### src/rtl/line_mode_regs.vh
// constants for the serial line-mode extension block
`ifndef LINE_MODE_REGS_VH
`define LINE_MODE_REGS_VH
`define LM_MODE_NORMAL 4'h0
`define LM_MODE_RS485 4'h1
`define LM_MODE_HANDSHAKE 4'h2
`define LM_MODE_MODEM 4'h3
`define LM_MODE_INFRARED 4'h8
`define CH_NORMAL 2'h0
`define CH_ECHO 2'h1
`define CH_LOCAL 2'h2
`define CH_REMOTE 2'h3
`define FILTER_ZERO 8'h00
`define DIV_ZERO 16'h0000
`define DIV_ONE 16'h0001
`define PULSE_NUM 20'h00003
`define PULSE_DEN_SHIFT 4
`define FILTER_STEP 8'h01
`define MODEM_IDLE 4'hf
`define NO_CHANGE 4'h0
`define PAD_ZERO 4'h0
`endif

### src/rtl/line_mode_ext.v
// line-mode extensions: infrared codec, rs485/modem pins, channel test modes
`timescale 1ns/100ps
`include "line_mode_regs.vh"

module line_mode_ext (
  input wire clk,
  input wire rst_n,
  // line mode and channel test configuration settings
  input wire [3:0] line_mode,
  input wire [1:0] channel_mode,
  input wire [7:0] infrared_filter,
  input wire [15:0] bit_period_clks,
  // transmitter side of the character engine
  input wire tx_serial,
  input wire tx_busy_char,
  input wire transmitter_idle_flag,
  // one-cycle command and status read strobes
  input wire rts_cmd_on,
  input wire rts_cmd_off,
  input wire terminal_ready_on_cmd,
  input wire terminal_ready_off_cmd,
  input wire status_read,
  // line and modem pins, all active low except the data pins
  input wire rxd_pin,
  input wire ring_n,
  input wire set_ready_n,
  input wire carrier_n,
  input wire clear_send_n,
  // pins towards the line and the receiver, registered except the two enable gates
  output reg txd_pin,
  output reg rx_serial,
  output reg rts_n,
  output reg terminal_ready_n,
  output reg ring_change_flag,
  output reg set_ready_change_flag,
  output reg carrier_change_flag,
  output reg clear_send_change_flag,
  output reg tx_allowed,
  output wire tx_enable_gate,
  output wire rx_enable_gate
);

  // decoded modes
  wire infrared_mode = (line_mode == `LM_MODE_INFRARED);
  wire rs485_mode = (line_mode == `LM_MODE_RS485);
  wire modem_mode = (line_mode == `LM_MODE_MODEM);
  wire hs_mode = (line_mode == `LM_MODE_HANDSHAKE);

  // pulse length of 3/16 bit period, at least one cycle
  function [15:0] pulse_len;
    input [15:0] period;
    reg [19:0] prod;
    begin
      prod = {`PAD_ZERO, period} * `PULSE_NUM;
      pulse_len = prod[19:`PULSE_DEN_SHIFT];
      if (pulse_len == `DIV_ZERO)
        pulse_len = `DIV_ONE;
    end
  endfunction

  // sticky change flag: a new change wins over the clearing read
  function sticky_next;
    input chg;
    input old;
    input rd;
    begin
      sticky_next = chg | (old & ~rd);
    end
  endfunction

  // ---------------- modulator ----------------
  // the modulator sees only the serial bit stream, not the framing.
  // a bit timer restarts at every level change of the transmitter
  // output, so each zero bit opens one short light pulse at its start.
  // a run of zero bits has no edge between them; the timer then wraps
  // at the programmed bit length and opens the next pulse by itself.
  // a very short bit period still gives a pulse of one clock.
  reg tx_prev_reg;
  reg [15:0] bit_cnt_reg;
  reg [15:0] bit_cnt_next;
  reg ir_tx_reg;
  reg ir_tx_next;

  // bit timer restarts on each transmit edge, pulse lasts 3/16 bit
  always @* begin
    bit_cnt_next = bit_cnt_reg;
    ir_tx_next = 1'b1;
    if (tx_serial != tx_prev_reg)
      bit_cnt_next = `DIV_ZERO;
    else if (bit_cnt_reg >= bit_period_clks - `DIV_ONE)
      bit_cnt_next = `DIV_ZERO;
    else
      bit_cnt_next = bit_cnt_reg + `DIV_ONE;
    if (!tx_serial && bit_cnt_next < pulse_len(bit_period_clks))
      ir_tx_next = 1'b0;
  end

  always @(posedge clk or negedge rst_n) begin
    if (!rst_n) begin
      tx_prev_reg <= 1'b1;
      bit_cnt_reg <= `DIV_ZERO;
      ir_tx_reg <= 1'b1;
    end else begin
      tx_prev_reg <= tx_serial;
      bit_cnt_reg <= bit_cnt_next;
      ir_tx_reg <= ir_tx_next;
    end
  end

  // ---------------- demodulator ----------------
  // a light pulse shows as a low level on the receive pin.
  // the filter counter runs from the falling edge, once per clock.
  // a rising edge before it empties marks a glitch: the counter
  // stops, reloads, and nothing reaches the receiver.
  // when it empties first, the receiver input is held low for one
  // full bit period, which the receiver samples as a zero bit.
  // the reload value is read at each load, so a new filter setting
  // takes effect on the next pulse, never in the middle of one.
  // a rising edge with the counter idle is ignored.
  reg rx_prev_reg;
  reg [7:0] filt_cnt_reg;
  reg [7:0] filt_cnt_next;
  reg filt_run_reg;
  reg filt_run_next;
  reg [15:0] low_cnt_reg;
  reg [15:0] low_cnt_next;
  reg ir_rx_reg;
  reg ir_rx_next;

  // filter counter and one-bit low stretch
  always @* begin
    filt_cnt_next = filt_cnt_reg;
    filt_run_next = filt_run_reg;
    low_cnt_next = low_cnt_reg;
    ir_rx_next = ir_rx_reg;
    if (rx_prev_reg && !rxd_pin) begin
      filt_run_next = 1'b1;
      filt_cnt_next = infrared_filter;
    end else if (!rx_prev_reg && rxd_pin && filt_run_reg) begin
      filt_run_next = 1'b0;
      filt_cnt_next = infrared_filter;
    end else if (filt_run_reg) begin
      if (filt_cnt_reg == `FILTER_ZERO) begin
        filt_run_next = 1'b0;
        filt_cnt_next = infrared_filter;
        ir_rx_next = 1'b0;
        low_cnt_next = bit_period_clks;
      end else begin
        filt_cnt_next = filt_cnt_reg - `FILTER_STEP;
      end
    end
    if (!ir_rx_reg) begin
      if (low_cnt_reg <= `DIV_ONE)
        ir_rx_next = 1'b1;
      else
        low_cnt_next = low_cnt_reg - `DIV_ONE;
    end
  end

  always @(posedge clk or negedge rst_n) begin
    if (!rst_n) begin
      rx_prev_reg <= 1'b1;
      filt_cnt_reg <= `FILTER_ZERO;
      filt_run_reg <= 1'b0;
      low_cnt_reg <= `DIV_ZERO;
      ir_rx_reg <= 1'b1;
    end else begin
      rx_prev_reg <= rxd_pin;
      filt_cnt_reg <= filt_cnt_next;
      filt_run_reg <= filt_run_next;
      low_cnt_reg <= low_cnt_next;
      ir_rx_reg <= ir_rx_next;
    end
  end

  // ---------------- path selection ----------------
  // character framing stays outside, only line bits are swapped
  wire tx_line = infrared_mode ? ir_tx_reg : tx_serial;
  wire rx_line = infrared_mode ? ir_rx_reg : rxd_pin;

  reg txd_next;
  reg rx_next;

  // channel configuration routing
  // echo and remote loopback pass the raw pin, never the demodulated
  // level, so the far end sees its own bits back unchanged.
  // local loopback feeds the raw transmitter bits, with no infrared
  // coding in between, and parks the transmit pin at idle high.
  always @* begin
    txd_next = tx_line;
    rx_next = rx_line;
    case (channel_mode)
      `CH_NORMAL: begin
        txd_next = tx_line;
        rx_next = rx_line;
      end
      `CH_ECHO: begin
        txd_next = rxd_pin;
        rx_next = rx_line;
      end
      `CH_LOCAL: begin
        txd_next = 1'b1;
        rx_next = tx_serial;
      end
      `CH_REMOTE: begin
        txd_next = rxd_pin;
        rx_next = 1'b1;
      end
      default: begin
        txd_next = tx_line;
        rx_next = rx_line;
      end
    endcase
  end

  // pins and receiver input come from flip-flops, reset to idle
  always @(posedge clk or negedge rst_n) begin
    if (!rst_n) begin
      txd_pin <= 1'b1;
      rx_serial <= 1'b1;
    end else begin
      txd_pin <= txd_next;
      rx_serial <= rx_next;
    end
  end

  // remote loopback disables both ends, echo keeps rx open and leaves the tx gate to tx_allowed
  assign tx_enable_gate = (channel_mode != `CH_REMOTE) && tx_allowed;
  assign rx_enable_gate = (channel_mode != `CH_REMOTE);

  // ---------------- modem inputs ----------------
  // each input is compared with its level one clock earlier.
  // the first clock after reset only captures the levels, so a pin
  // that rests low from power-up does not raise a false change.
  // the flags stay set until a status read, and a change that falls
  // into the read cycle is kept rather than lost.
  reg [3:0] in_prev_reg;
  reg in_valid_reg;
  wire [3:0] in_now = {ring_n, set_ready_n, carrier_n, clear_send_n};
  wire [3:0] in_chg = in_valid_reg ? (in_now ^ in_prev_reg) :
    `NO_CHANGE;

  // change flags: a change in the read cycle wins over the clear
  always @(posedge clk or negedge rst_n) begin
    if (!rst_n) begin
      in_prev_reg <= `MODEM_IDLE;
      in_valid_reg <= 1'b0;
      ring_change_flag <= 1'b0;
      set_ready_change_flag <= 1'b0;
      carrier_change_flag <= 1'b0;
      clear_send_change_flag <= 1'b0;
    end else begin
      in_prev_reg <= in_now;
      in_valid_reg <= 1'b1;
      ring_change_flag <= sticky_next(in_chg[3], ring_change_flag,
        status_read);
      set_ready_change_flag <= sticky_next(in_chg[2],
        set_ready_change_flag, status_read);
      carrier_change_flag <= sticky_next(in_chg[1], carrier_change_flag,
        status_read);
      clear_send_change_flag <= sticky_next(in_chg[0],
        clear_send_change_flag, status_read);
    end
  end

  // transmitter gate from clear-to-send, held until character ends.
  // cutting a character in half would corrupt it on the line, so an
  // inactive clear-to-send only closes the gate between characters.
  // the gate reopens at once when clear-to-send returns low.
  // handshake mode shares this gating; other modes leave it open.
  always @(posedge clk or negedge rst_n) begin
    if (!rst_n) begin
      tx_allowed <= 1'b1;
    end else if (modem_mode || hs_mode) begin
      if (!clear_send_n)
        tx_allowed <= 1'b1;
      else if (!tx_busy_char)
        tx_allowed <= 1'b0;
    end else begin
      tx_allowed <= 1'b1;
    end
  end

  // ---------------- output pins ----------------
  // terminal ready latch; off wins if both commands arrive together.
  // the pin rests inactive high from reset until software enables it.
  always @(posedge clk or negedge rst_n) begin
    if (!rst_n) begin
      terminal_ready_n <= 1'b1;
    end else if (terminal_ready_off_cmd) begin
      terminal_ready_n <= 1'b1;
    end else if (terminal_ready_on_cmd) begin
      terminal_ready_n <= 1'b0;
    end
  end

  // request to send: rs485 follows idle, modem automatic, else commands.
  // in rs485 mode the pin is the line driver enable: it stays high
  // while the transmitter is busy or inside its timeguard, so the bus
  // stays driven until the idle flag rises.
  // in modem mode the pin goes active low while the transmitter works.
  // the plain commands only act in the remaining modes.
  always @(posedge clk or negedge rst_n) begin
    if (!rst_n) begin
      rts_n <= 1'b1;
    end else if (rs485_mode) begin
      rts_n <= ~transmitter_idle_flag;
    end else if (modem_mode) begin
      rts_n <= transmitter_idle_flag;
    end else if (rts_cmd_off) begin
      rts_n <= 1'b1;
    end else if (rts_cmd_on) begin
      rts_n <= 1'b0;
    end
  end

endmodule

### config.mk
export PLATFORM = sky130hd
export DESIGN_NAME = line_mode_ext
export DESIGN_NICKNAME = d
export VERILOG_FILES = /design/src/rtl/line_mode_ext.v
export VERILOG_INCLUDE_DIRS = /design/src /design/src/rtl
export SDC_FILE = /design/constraint.sdc
export NUM_CORES = 1
export LEC_CHECK = 0
export BUFFER_PORTS_ARGS = -buffer_cell sky130_fd_sc_hd__buf_2
export CAP_MARGIN = 5
export CORE_ASPECT_RATIO = 0.75
export CORE_MARGIN = 4
export CORE_UTILIZATION = 40
export CTS_BUF_LIST = sky130_fd_sc_hd__clkbuf_8
export DETAILED_ROUTE_END_ITERATION = 12
export GPL_TIMING_DRIVEN = 1
export SYNTH_ARGS = -nofsm -noshare
export SYNTH_HDL_FRONTEND = slang
export SYNTH_SLANG_ARGS = --single-unit
### constraint.sdc
create_clock -name clk -period 7 [get_ports clk]
set_clock_uncertainty 0.1 [all_clocks]
set_input_delay 2.1 -clock clk [delete_from_list [all_inputs] [get_ports clk]]
set_output_delay 2.1 -clock clk [all_outputs]
set_load 0.01 [all_outputs]
==> qor.yml <==
run_status:
  status: "completed"
yosys:
  yosys.area.top_type: "dfrtp_1"
  synthArstFlopShare_pct: 100.0
  postSynthCellCount: 576
  synth.avg_cell_area_um2: 8.537
  synth_top_area_share_pct: 23.41
  ys_warn_count: 0
  netlist_area_um2: 4917
  synth_nets: 689
  ys_types: 64
  ys.flop_type: "dfrtp_1"
  ys_top_cells_by_area: "dfrtp_1, ha_1, dfstp_2"
  seq_area_frac_synth_pct: 30.36
  synth_edf_count: 0
  ys_ff_latch: 59
drt:
  ant_nets: 0
  route.detailed.drc: 0
  post_drt_wl_per_cell_um: 15.83
  via_per_inst: 5.478
  vias: 4393
  wl_mm: 12.70
  drtIter0Drc: 249
  first_pass_iters: 5
worst_setup_path:
  worst-setup-path-type: "input port to flop"
  cp_max_fo: 5
  cp.arrival_ns: 6.81
  worst_ep_required_time_ns: 7.18
  start_kind: "input port"
  crit_path_end_kind: "flop"
placed_design:
  dp_hpwl_mm: 9.878
  port_buffers: 55
  gp_congestion: 0.9018
sta:
  rsz0062_at_grt: "false"
  finalHoldViolCount: 0
  max_slew_margin_pct: 40.12
  setup-tns-final_ns: 0
  fin_crit_sh_pct: 94.66
  worstMarginPinSlew_ns: 0.8950
  timing.fmax_ghz: 0.1509
  finalSetupViolCount: 0
  hold_slack_ns: 0.3991
  slew_violations: 0
  finalCriticalPeriod_ns: 6.626
global_route:
  grt_max_degree: 60
  grt_pass1_wl_mm: 20.54
  grt_use_total_pct: 17.95
  antenna_found_initial: 0
  grt_pass1_vias: 4108
  gr-total-overflow: 0
die:
  die_h_um: 104.0
  core_um2: 11830
  chipWidth_um: 136.0
  initial_core_util_pct: 41.58
  rows: 34
  ios: 56
  dieArea_um2: 14150
cts:
  cts_root_buffer: "clkbuf_8"
  postCtsHoldBufs: 0
  cts_resized: 0
  htreeDepth: 3
  clock_latency_ns: 0.35
  clock-sinks: 59
  clk_transition_reported_paths_ns: 0.07
  clock_path_buffers: 2
  post_cts_buffers: 0
  cts_tree: "built"
  cts_buffers: 9
power:
  leakage_nw: 2.616
  p_clk_share_pct: 26.9
  power_frac_comb_pct: 33.0
  p_switching_w: 0.0004654
  p_per_area_nw_per_um2: 217.4
  swShare_pct: 38.37
  seq_power_share_pct: 40.2
  peakVddDrop_v: 0.0001280
  p_int_w: 0.0007474
  total_power_w: 0.001213
layout:
  fillers: 1197
  drive_gt1_share_pct: 15.78
  nets: 748
  antennaDiodeCount: 0
  syn_to_final_growth_pct: 13.44
hold_path:
  hold_class: "flop to flop"
run:
  drv_cap: 0
[synthesized netlist by cell type, types with 4 or more instances]
cell type / n
ha_1: 68
nand2_1: 52
nor2_1: 52
dfrtp_1: 46
o21ai_0: 43
inv_1: 41
a21oi_1: 38
xnor2_1: 27
nor3_1: 19
xor2_1: 17
nand3_1: 15
dfstp_2: 13
a211oi_1: 11
a21o_1: 10
and3_1: 9
clkbuf_1: 9
nor2b_1: 8
nor4_1: 6
a22oi_1: 5
a31oi_1: 5
nand4_1: 5
nor4b_1: 5
or3_1: 5
nand2b_1: 4
o211ai_1: 4
[power groups by stage]
stage          logic, W  clock network [W]  registers, W
2_1_floorplan  0.000287                  0      0.000473
3_3_place_gp   0.000384                  0      0.000488
3_5_place_dp   0.000396                  0      0.000490
4_1_cts        0.000400           0.000335      0.000484
5_1_grt        0.000456           0.000349      0.000495
6_report       0.000400           0.000326      0.000487
[area by class of cell]
class	instances	area (um2)	share of cell area, %
multi-input combinational	464	3214	57.63
sequential	59	1493	26.76
timing repair buffer	60	312.8	5.608
tap	162	202.7	3.634
inverter	41	153.9	2.759
clock buffer	10	137.6	2.467
clock inverter	6	63.81	1.144
[layout by cell type, fill, tap and decap left out, types with 6 or more instances in the layout]
cell | Yosys | routed
clkbuf_8 | 0 | 10
xor2_1 | 17 | 17
nand3_1 | 15 | 15
nor4_1 | 6 | 6
inv_1 | 41 | 41
a21o_1 | 10 | 10
nor2b_1 | 8 | 8
and3_1 | 9 | 9
dfrtp_1 | 46 | 46
nand2_1 | 52 | 52
dfstp_2 | 13 | 13
nor3_1 | 19 | 19
a211oi_1 | 11 | 11
ha_1 | 68 | 68
a21oi_1 | 38 | 38
nor2_1 | 52 | 52
o21ai_0 | 43 | 43
buf_2 | 0 | 55
xnor2_1 | 27 | 27
[layer usage]
metal / up-vias / wire [um] / share of wire (%) / global-route usage, %
met5: - / 0 / 0 / 0
met4: 0 / 127 / 1.0 / 4.317
met3: 12 / 801 / 6.3 / 4.014
met2: 128 / 5189 / 41 / 24.52
met1: 2072 / 6577 / 52 / 28.16
li1: 2181 / - / - / -
[logic make-up (layout without fill, tap and decap cells)]
logic type      Yosys count  after routing  synth area share [%]
simple gates            199            199                 20.20
mux                       1              1                0.2036
other cells               1              1               0.07626
xor+xnor                 44             44                 7.837
compound gates          151            151                 19.75
buf+inv                  53            117                 4.275
fa+ha+maj                68             68                 17.30
flops                    59             59                 30.36
[path summary, 6_finish.rpt]
check                                     startpoint  depth (start not counted)                        end  slack, ns
max                               bit_period_clks[2]                         25        ir_tx_reg$_DFF_PN1_       0.37
min                        low_cnt_reg[11]$_DFF_PN0_                          2  low_cnt_reg[11]$_DFF_PN0_       0.40
max reg2reg                bit_cnt_reg[13]$_DFF_PN0_                         13        ir_tx_reg$_DFF_PN1_       3.18
min reg2reg                low_cnt_reg[11]$_DFF_PN0_                          2  low_cnt_reg[11]$_DFF_PN0_       0.40
max in group asynchronous                      rst_n                          2  low_cnt_reg[12]$_DFF_PN0_       4.48
min in group asynchronous                      rst_n                          2  bit_cnt_reg[14]$_DFF_PN0_       1.81
[per-stage QoR]
stage | instances | setup slack [ns] | util, % | instance area (um2)
floorplan | 576 | 0.7242 | - | 4917
global placement | 786 | 0.3669 | 45.46 | 5376
detailed placement | 786 | 0.1458 | 45.46 | 5376
CTS | 802 | 0.4740 | 47.16 | 5578
global route | 802 | 0.05894 | 47.16 | 5578
finish | 802 | 0.3736 | 47.16 | 5578
[critical path, cell delays in order]
cell,delay (ns)
buf_2,0.12
inv_1,0.11
ha_1,0.19
nand2_1,0.06
nand2_1,0.08
nand2_1,0.08
nand2_1,0.08
a21boi_0,0.17
buf_4,0.16
and3_1,0.24
nand2_1,0.09
xnor2_1,0.13
ha_1,0.30
a211oi_1,0.27
nor2_1,0.08
a2111oi_0,0.43
o21ai_1,0.19
nor2_1,0.19
ha_1,0.27
a211o_1,0.30
nor4b_1,0.35
nand4_1,0.14
nor4bb_1,0.32
nand4bb_1,0.13
a31o_1,0.24
(Power assumes the default switching activity.)
